`src/prcr_pkg.sv`:
```
// constants and offsets for the power rail control register bank
`default_nettype none
package prcr_pkg;
   // register byte offsets on the serial register port
   localparam logic [7:0] PRCR_MAIN_CTRL_ADDR = 8'h0c;
   localparam logic [7:0] PRCR_CORE_CTRL_ADDR = 8'h0d;
   localparam logic [7:0] PRCR_LDO_CTRL_ADDR = 8'h0e;
   localparam logic [7:0] PRCR_IRQ_CFG_ADDR = 8'h0f;
   localparam logic [7:0] PRCR_IRQ_PEND_ADDR = 8'h11;
   // main converter control, low five bits only
   localparam int PRCR_MAIN_KEEP_BIT = 4;
   localparam int PRCR_MAIN_LPGATE_BIT = 3;
   localparam int PRCR_MAIN_BLEED_BIT = 2;
   localparam int PRCR_MAIN_VSEL_HI = 1;
   localparam int PRCR_MAIN_VSEL_LO = 0;
   localparam logic [4:0] PRCR_MAIN_RESET = 5'h12;
   // core converter control fields
   localparam int PRCR_CORE_OFFLP_BIT = 7;
   localparam int PRCR_CORE_VSEL_HI = 6;
   localparam int PRCR_CORE_VSEL_LO = 4;
   localparam int PRCR_CORE_LPV_HI = 3;
   localparam int PRCR_CORE_LPV_LO = 2;
   localparam int PRCR_CORE_VIB_BIT = 1;
   localparam int PRCR_CORE_BLEED_BIT = 0;
   localparam logic [7:0] PRCR_CORE_RESET = 8'h68;
   // linear regulator control fields
   localparam int PRCR_LDOB_ON_BIT = 7;
   localparam int PRCR_LDOB_SLPOFF_BIT = 6;
   localparam int PRCR_LDOB_VSEL_HI = 5;
   localparam int PRCR_LDOB_VSEL_LO = 4;
   localparam int PRCR_LDOA_ON_BIT = 3;
   localparam int PRCR_LDOA_SLPOFF_BIT = 2;
   localparam int PRCR_LDOA_VSEL_HI = 1;
   localparam int PRCR_LDOA_VSEL_LO = 0;
   localparam logic [7:0] PRCR_LDO_RESET = 8'h88;
   // gpio interrupt configuration fields
   localparam int PRCR_IRQ_EDGE_LO = 4;
   localparam int PRCR_IRQ_MASK_LO = 0;
   localparam logic [7:0] PRCR_IRQ_CFG_RESET = 8'h00;
   localparam int PRCR_GPIO_COUNT = 4;
endpackage : prcr_pkg
`default_nettype wire

```
`src/prcr_gpio_edge.sv`:
```
// one gpio edge detector with mask and sticky pending flag
`timescale 1ns/100ps
`default_nettype none
module prcr_gpio_edge (
   // clock and reset
   input wire logic clock,
   input wire logic rst,
   input wire logic ce,
   // pin and its configuration
   input wire logic pin_in,
   input wire logic is_output,
   input wire logic rise_sel,
   input wire logic mask,
   // host service
   input wire logic clear,
   output logic pending
);
   typedef struct packed {
      logic prev;
      logic pend;
   } prcr_edge_s;

   prcr_edge_s st_ff;
   prcr_edge_s nxt_st;
   logic rise;
   logic fall;
   logic hit;

   // edge select, then mask and direction gate
   always_comb begin
      rise = pin_in & ~st_ff.prev;
      fall = ~pin_in & st_ff.prev;
      hit = (rise_sel ? rise : fall) & ~mask & ~is_output;
      nxt_st.prev = pin_in;
      // a new edge in the clearing cycle survives the clear
      nxt_st.pend = hit | (st_ff.pend & ~clear);
   end

   // state register
   always_ff @(posedge clock or posedge rst) begin
      if (rst) begin
         st_ff <= '0;
      end else if (ce) begin
         st_ff <= nxt_st;
      end
   end

   assign pending = st_ff.pend;
endmodule : prcr_gpio_edge
`default_nettype wire

```
`src/prcr_regs.sv`:
```
// power rail control register bank and rail control outputs
// How it works
// - sleep pin acts only while the low-power gate bit is set.
// - main rail discharge only when its bleed bit is set and converter off.
// - two-bit main voltage code passes to the main converter unchanged.
// - main voltage low bit loaded from strap after reset, then host writable.
// - three-bit core voltage code passes to the core converter.
// - core voltage low bit loaded from strap after reset, then writable.
// - core converter switched off in low power when its sleep-off bit set.
// - in low power core code is zero then the two sleep voltage bits.
// - leaving low power restores the full stored core voltage code.
// - vibrator transistor on exactly while its control bit is one.
// - core rail discharge when its bleed bit set and converter off.
// - regulator off when disabled; low power gives reduced or off per sleep bit.
// - regulator voltage write accepted only while that regulator is disabled.
// - both regulators reset enabled, all other regulator bits zero.
// - regulator b code: 1.8, 2.5, 2.75, 3.0 volts, reset 1.8.
// - regulator a code: adjustable, 2.5, 2.75, 3.0 volts, reset adjustable.
// - gpio edge bits choose falling when zero, rising when one.
// - gpio mask bits suppress the interrupt when one, reset unmasked.
// - pins set as outputs raise no edge interrupt.
// - low power is gate and sleep pin; no keep-alive turns both converters off.
`timescale 1ns/100ps
`default_nettype none
module prcr_regs #(
   parameter int GPIO_COUNT = prcr_pkg::PRCR_GPIO_COUNT
) (
   // clock, reset and enable
   input wire logic clock,
   input wire logic rst,
   input wire logic ce,
   // register port from the serial interface
   input wire logic reg_wr_en,
   input wire logic reg_rd_en,
   input wire logic [7:0] reg_addr,
   input wire logic [7:0] reg_wdata,
   output logic [7:0] reg_rdata,
   // straps and pins
   input wire logic main_default_strap,
   input wire logic core_default_strap,
   input wire logic sleep_request_pin,
   input wire logic [GPIO_COUNT-1:0] gpio_in,
   input wire logic [GPIO_COUNT-1:0] gpio_is_output,
   // main converter controls
   output logic main_rail_enable,
   output logic main_rail_discharge,
   output logic [1:0] main_voltage_code,
   // core converter controls
   output logic core_rail_enable,
   output logic core_rail_discharge,
   output logic [2:0] core_voltage_code,
   // linear regulator controls
   output logic regulator_a_enable,
   output logic regulator_a_reduced,
   output logic [1:0] regulator_a_voltage_code,
   output logic regulator_b_enable,
   output logic regulator_b_reduced,
   output logic [1:0] regulator_b_voltage_code,
   // misc outputs
   output logic vibrator_driver_on,
   output logic low_power_active,
   output logic gpio_irq_pending
);
   import prcr_pkg::*;

   typedef struct packed {
      logic [4:0] main_ctrl;
      logic [7:0] core_ctrl;
      logic [7:0] ldo_ctrl;
      logic [7:0] irq_cfg;
      logic strap_load;
      logic [7:0] rdata;
      logic main_en;
      logic main_dis;
      logic [1:0] main_code;
      logic core_en;
      logic core_dis;
      logic [2:0] core_code;
      logic ldoa_en;
      logic ldoa_red;
      logic [1:0] ldoa_code;
      logic ldob_en;
      logic ldob_red;
      logic [1:0] ldob_code;
      logic vibrator_driver;
      logic lp;
      logic irq;
   } prcr_state_s;

   prcr_state_s st_ff;
   prcr_state_s nxt_st;
   logic [GPIO_COUNT-1:0] pend;
   logic [GPIO_COUNT-1:0] pend_clear;
   logic lp_now;
   logic main_on;
   logic core_on;
   logic [4:0] main_v;
   logic [7:0] core_v;
   logic [7:0] ldo_v;

   // per-pin edge detectors
   for (genvar g = 0; g < GPIO_COUNT; g++) begin : g_edge
      prcr_gpio_edge u_edge (
         .clock(clock),
         .rst(rst),
         .ce(ce),
         .pin_in(gpio_in[g]),
         .is_output(gpio_is_output[g]),
         .rise_sel(st_ff.irq_cfg[PRCR_IRQ_EDGE_LO + g]),
         .mask(st_ff.irq_cfg[PRCR_IRQ_MASK_LO + g]),
         .clear(pend_clear[g]),
         .pending(pend[g])
      );
   end

   // write one to clear the pending flags
   always_comb begin
      pend_clear = '0;
      if (reg_wr_en && reg_addr == PRCR_IRQ_PEND_ADDR) begin
         pend_clear = reg_wdata[GPIO_COUNT-1:0];
      end
   end

   // register writes, strap capture and rail decode
   always_comb begin
      nxt_st = st_ff;
      main_v = st_ff.main_ctrl;
      core_v = st_ff.core_ctrl;
      ldo_v = st_ff.ldo_ctrl;
      // straps are sampled on the first enabled edge after reset release
      if (st_ff.strap_load) begin
         main_v[PRCR_MAIN_VSEL_LO] = main_default_strap;
         core_v[PRCR_CORE_VSEL_LO] = core_default_strap;
         nxt_st.strap_load = 1'b0;
      end
      if (reg_wr_en) begin
         case (reg_addr)
            PRCR_MAIN_CTRL_ADDR: begin
               main_v = reg_wdata[4:0];
            end
            PRCR_CORE_CTRL_ADDR: begin
               core_v = reg_wdata;
            end
            PRCR_LDO_CTRL_ADDR: begin
               ldo_v[PRCR_LDOB_ON_BIT] = reg_wdata[PRCR_LDOB_ON_BIT];
               ldo_v[PRCR_LDOB_SLPOFF_BIT] = reg_wdata[PRCR_LDOB_SLPOFF_BIT];
               ldo_v[PRCR_LDOA_ON_BIT] = reg_wdata[PRCR_LDOA_ON_BIT];
               ldo_v[PRCR_LDOA_SLPOFF_BIT] = reg_wdata[PRCR_LDOA_SLPOFF_BIT];
               // changing a live regulator's voltage could upset its load
               if (!st_ff.ldo_ctrl[PRCR_LDOB_ON_BIT]) begin
                  ldo_v[PRCR_LDOB_VSEL_HI:PRCR_LDOB_VSEL_LO] =
                     reg_wdata[PRCR_LDOB_VSEL_HI:PRCR_LDOB_VSEL_LO];
               end
               if (!st_ff.ldo_ctrl[PRCR_LDOA_ON_BIT]) begin
                  ldo_v[PRCR_LDOA_VSEL_HI:PRCR_LDOA_VSEL_LO] =
                     reg_wdata[PRCR_LDOA_VSEL_HI:PRCR_LDOA_VSEL_LO];
               end
            end
            PRCR_IRQ_CFG_ADDR: begin
               nxt_st.irq_cfg = reg_wdata;
            end
            default: begin
            end
         endcase
      end
      nxt_st.main_ctrl = main_v;
      nxt_st.core_ctrl = core_v;
      nxt_st.ldo_ctrl = ldo_v;

      // low power mode and converter enables
      lp_now = main_v[PRCR_MAIN_LPGATE_BIT] & sleep_request_pin;
      main_on = ~(lp_now & ~main_v[PRCR_MAIN_KEEP_BIT]);
      core_on = ~(lp_now & (~main_v[PRCR_MAIN_KEEP_BIT]
                            | core_v[PRCR_CORE_OFFLP_BIT]));
      nxt_st.lp = lp_now;
      nxt_st.main_en = main_on;
      nxt_st.core_en = core_on;
      nxt_st.main_dis = main_v[PRCR_MAIN_BLEED_BIT] & ~main_on;
      nxt_st.core_dis = core_v[PRCR_CORE_BLEED_BIT] & ~core_on;
      nxt_st.main_code = main_v[PRCR_MAIN_VSEL_HI:PRCR_MAIN_VSEL_LO];
      // sleep code forces the top bit low; full code returns on exit
      if (lp_now) begin
         nxt_st.core_code = {1'b0, core_v[PRCR_CORE_LPV_HI:PRCR_CORE_LPV_LO]};
      end else begin
         nxt_st.core_code = core_v[PRCR_CORE_VSEL_HI:PRCR_CORE_VSEL_LO];
      end
      nxt_st.vibrator_driver = core_v[PRCR_CORE_VIB_BIT];

      // linear regulators
      nxt_st.ldoa_en = ldo_v[PRCR_LDOA_ON_BIT]
                       & ~(lp_now & ldo_v[PRCR_LDOA_SLPOFF_BIT]);
      nxt_st.ldoa_red = ldo_v[PRCR_LDOA_ON_BIT] & lp_now
                        & ~ldo_v[PRCR_LDOA_SLPOFF_BIT];
      nxt_st.ldob_en = ldo_v[PRCR_LDOB_ON_BIT]
                       & ~(lp_now & ldo_v[PRCR_LDOB_SLPOFF_BIT]);
      nxt_st.ldob_red = ldo_v[PRCR_LDOB_ON_BIT] & lp_now
                        & ~ldo_v[PRCR_LDOB_SLPOFF_BIT];
      nxt_st.ldoa_code = ldo_v[PRCR_LDOA_VSEL_HI:PRCR_LDOA_VSEL_LO];
      nxt_st.ldob_code = ldo_v[PRCR_LDOB_VSEL_HI:PRCR_LDOB_VSEL_LO];
      nxt_st.irq = |pend;

      // read data is registered, shows stored contents
      if (reg_rd_en) begin
         case (reg_addr)
            PRCR_MAIN_CTRL_ADDR: nxt_st.rdata = {3'h0, st_ff.main_ctrl};
            PRCR_CORE_CTRL_ADDR: nxt_st.rdata = st_ff.core_ctrl;
            PRCR_LDO_CTRL_ADDR: nxt_st.rdata = st_ff.ldo_ctrl;
            PRCR_IRQ_CFG_ADDR: nxt_st.rdata = st_ff.irq_cfg;
            PRCR_IRQ_PEND_ADDR: begin
               nxt_st.rdata = '0;
               nxt_st.rdata[GPIO_COUNT-1:0] = pend;
            end
            default: nxt_st.rdata = 8'h00;
         endcase
      end
   end

   // state register; reset values are constants, straps follow release
   always_ff @(posedge clock or posedge rst) begin
      if (rst) begin
         st_ff <= '0;
         st_ff.main_ctrl <= PRCR_MAIN_RESET;
         st_ff.core_ctrl <= PRCR_CORE_RESET;
         st_ff.ldo_ctrl <= PRCR_LDO_RESET;
         st_ff.irq_cfg <= PRCR_IRQ_CFG_RESET;
         st_ff.strap_load <= 1'b1;
         st_ff.main_en <= 1'b1;
         st_ff.core_en <= 1'b1;
         st_ff.main_code <= PRCR_MAIN_RESET[1:0];
         st_ff.core_code <= PRCR_CORE_RESET[6:4];
         st_ff.ldoa_en <= 1'b1;
         st_ff.ldob_en <= 1'b1;
      end else if (ce) begin
         st_ff <= nxt_st;
      end
   end

   // outputs straight from the state register
   assign reg_rdata = st_ff.rdata;
   assign main_rail_enable = st_ff.main_en;
   assign main_rail_discharge = st_ff.main_dis;
   assign main_voltage_code = st_ff.main_code;
   assign core_rail_enable = st_ff.core_en;
   assign core_rail_discharge = st_ff.core_dis;
   assign core_voltage_code = st_ff.core_code;
   assign regulator_a_enable = st_ff.ldoa_en;
   assign regulator_a_reduced = st_ff.ldoa_red;
   assign regulator_a_voltage_code = st_ff.ldoa_code;
   assign regulator_b_enable = st_ff.ldob_en;
   assign regulator_b_reduced = st_ff.ldob_red;
   assign regulator_b_voltage_code = st_ff.ldob_code;
   assign vibrator_driver_on = st_ff.vibrator_driver;
   assign low_power_active = st_ff.lp;
   assign gpio_irq_pending = st_ff.irq;
endmodule : prcr_regs
`default_nettype wire

```
`config.mk`:
```
export PLATFORM = sky130hd
export DESIGN_NAME = prcr_regs
export DESIGN_NICKNAME = d
export VERILOG_FILES = /design/src/prcr_pkg.sv /design/src/prcr_gpio_edge.sv /design/src/prcr_regs.sv
export SDC_FILE = /design/constraint.sdc
export NUM_CORES = 1
export LEC_CHECK = 0
export ABC_AREA = 1
export BUFFER_PORTS_ARGS = -buffer_cell sky130_fd_sc_hd__buf_2
export CORE_MARGIN = 8
export CORE_UTILIZATION = 26
export DETAILED_ROUTE_END_ITERATION = 10
export SETUP_SLACK_MARGIN = 0.3
export SLEW_MARGIN = 20
export SYNTH_ARGS = -nofsm -noshare
export SYNTH_HDL_FRONTEND = slang
export SYNTH_HIERARCHICAL = 1
export SYNTH_SLANG_ARGS = --single-unit
```
`constraint.sdc`:
```
create_clock -name clock -period 1.9 [get_ports clock]
set_input_delay 0.19 -clock clock [delete_from_list [all_inputs] [get_ports clock]]
set_output_delay 0.19 -clock clock [all_outputs]
set_load 0.02 [all_outputs]
```
==> results_dict.tcl <==
set metrics [dict create \
    hold_buffers 1 \
    clock-root-buffer "clkbuf_16" \
    drv_cap 0 \
    grt_usage 0.118 \
    combPwrFrac 0.125 \
    synth_cell_types 30 \
    dr_wl_met2_um 4150 \
    post_cts_buffers 0 \
    die_y_um 127 \
    grt_pass1_vias 2847 \
    status "completed" \
    die_w_um 127 \
    p_total_w 0.00352 \
    dr_wl_met3_um 746 \
    grt_pass1_wl_um 14800 \
    ios 60 \
    htreeDepth 3 \
    yosys.area_share.simple 0.302 \
    multi_input_area_um2 1290 \
    grt_max_degree 35 \
    overflow 0 \
    startpoint_type "input port" \
    synth-adder-area-share 0 \
    cts.sinks 59 \
    die_area_um2 16100 \
    final-hold-violation-count 0 \
    wirelength_um 9110 \
    crit_type "in -> reg" \
    synth_top_area_frac 0.352 \
    vdd_ir_drop_max_mv 0.365 \
    drt_iter0_markers 251 \
    syn_nets 467 \
    setup_viol 0 \
    antenna_found_initial 1 \
    ys_warn_count 6 \
    routed.top_layer "met5" \
    ys_ff_latch 59 \
    rows 40 \
    cts_made_buffers 9 \
    p_sw_frac 0.251 \
    viasPerCell 4.60 \
    setup_tns_ns 0 \
    cellPowerDensity_nw_per_um2 915 \
    end_kind "flop" \
    synth_cells 435 \
    cts_max_path_buffers 2 \
    p_sw_w 0.000886 \
    fin_nets 515 \
    io_buffers 59 \
    postSynthAreaPerCell_um2 7.35 \
    maxSlewViolCount 0 \
    drt-met1-wl_um 4010 \
    syn_area_um2 3200 \
    yosysTopAreaCell "dfrtp_1" \
    drc 0 \
    cts_tree "built" \
    post-dp-hpwl_um 7120 \
    synth-edff-count 0 \
    synthTopCellsByArea "dfrtp_1, nand2_1, dfstp_2" \
    synth_top_family_by_area "simple AND/OR/NAND/NOR gates" \
    clk_pin_slew_ns 0.05 \
    min_period_ns 1.32 \
    ant_nets 0 \
    drive_above_1_share 0.223 \
    layout_common_cells "nand2_1, buf_2, inv_1" \
    post_drt_wl_per_cell_um 14.3 \
    leakage_nw 1.95 \
    fmax_mhz 759 \
    yosysSeqAreaShare 0.467 \
    skew_ns 0.00827 \
    slew_headroom 0.677 \
    syn2layout_area_growth_pct 20.4 \
    ys.flop_type "dfrtp_1" \
    cp.required_ns 2.09 \
    dr.pass1.iters 5 \
    start_util 0.266 \
    pwr-share-seq 0.406 \
    regArea_um2 1490 \
    rsz0062_at_grt "no" \
    crit_path_max_fanout 13 \
    fillers 1266 \
    period_share 0.693 \
    ctsResizeCount 0 \
    worst_pin_slew_ns 0.480 \
    synth_xor_area_frac 0 \
    layout_commonest_cell "nand2_1" \
    synthMuxAreaShare 0 \
    arrival_ns 1.51 \
    internal-power_w 0.00264 \
    clk_latency_ns 0.33 \
    num_vias 2922 \
    gp_congestion 0.902 \
    coreArea_um2 12000 \
    synth_compound_area_frac 0.103 \
    diodes 0 \
    power_frac_clock 0.469 \
    worstHoldPathType "in -> reg" \
    synthArstFlopShare 1.00 \
]
-- synth_stat cells (all sizes together) (4+ instances only) --
| master | number |
|---|---|
| nand2 | 155 |
| o21ai | 49 |
| nor2 | 36 |
| inv | 59 |
| a21oi | 7 |
| dfstp | 14 |
| buf | 22 |
| dfrtp | 45 |
| nand3 | 25 |
| nor3 | 4 |
| nand4 | 4 |
| clkbuf | 4 |
-- power by group through the flow --
stage                     sequential (W)  clock (W)  combinational (W)
after floorplan                  0.00146          0           0.000276
after global placement           0.00145          0           0.000441
after detailed placement         0.00145          0           0.000445
after CTS                        0.00143    0.00169           0.000449
after global routing             0.00144    0.00174           0.000499
final                            0.00143    0.00165           0.000441
-- registers in the layout, indices dropped and copies added, names as in the netlist --
signal                 flops
core_rail_discharge        1
core_rail_enable           1
core_voltage_code          3
g_edge.u_edge/pending      4
g_edge.u_edge/st_ff        4
gpio_irq_pending           1
low_power_active           1
main_rail_discharge        1
main_rail_enable           1
reg_rdata                  8
regulator_a_enable         1
regulator_a_reduced        1
regulator_b_enable         1
regulator_b_reduced        1
st_ff                     30
-- layout make-up --
cell class | count | share of cell area
sequential | 59 | 0.388
clock buffer | 15 | 0.0721
clock inverter | 1 | 0.00780
timing repair buffer | 63 | 0.0884
inverter | 61 | 0.0598
tap | 147 | 0.0478
multi-input combinational | 289 | 0.336
-- through the flow --
stage | setup WS [ns] | cell area (um2) | instances | hold slack [ns] | util
after floorplan | 0.504 | 3200 | 435 | -0.0688 | -
after global placement | 0.312 | 3530 | 618 | 0.106 | 0.294
after detailed placement | 0.248 | 3530 | 618 | 0.106 | 0.294
after CTS | 0.592 | 3850 | 635 | 0.0919 | 0.321
after global routing | 0.345 | 3850 | 635 | 0.110 | 0.321
final | 0.583 | 3850 | 635 | 0.101 | 0.321
-- final timing paths --
path / from / end / slack, ns / cells past startpoint
worst min-delay path: gpio_in[2] / g_edge[2].u_edge/st_ff[1]$_DFFE_PP0P_ / 0.10 / 3
worst max register to register: st_ff[28]$_DFFE_PP1P_ / core_voltage_code[0]$_DFFE_PP0P_ / 0.70 / 7
worst min register to register: regulator_a_enable$_DFFE_PP1P_ / regulator_a_enable$_DFFE_PP1P_ / 0.47 / 2
worst max-delay path: reg_addr[7] / st_ff[47]$_DFFE_PP0P_ / 0.58 / 9
min in group asynchronous: rst / g_edge[1].u_edge/st_ff[1]$_DFFE_PP0P_ / 0.31 / 3
max in group asynchronous: rst / core_rail_enable$_DFFE_PP1P_ / 0.81 / 4
-- cells by family after synthesis --
family          after synthesis
simple gates                226
buf+inv                      87
compound gates               63
flops                        59
-- critical path, cell delays in order --
cell	delay (ns)
buf_2	0.10
nor2_2	0.13
nand2_2	0.11
inv_2	0.21
nand3_2	0.23
inv_1	0.15
nand2_1	0.19
nand2_1	0.11
o21ai_0	0.09
-- per-layer routing --
| metal | vias to the layer above | track usage |
|---|---|---|
| li1 | 1443 | - |
| met1 | 1376 | 0.143 |
| met2 | 87 | 0.182 |
| met3 | 14 | 0.0448 |
| met4 | 2 | 0.0483 |
| met5 | - | 0 |
(Power assumes the default switching activity.)
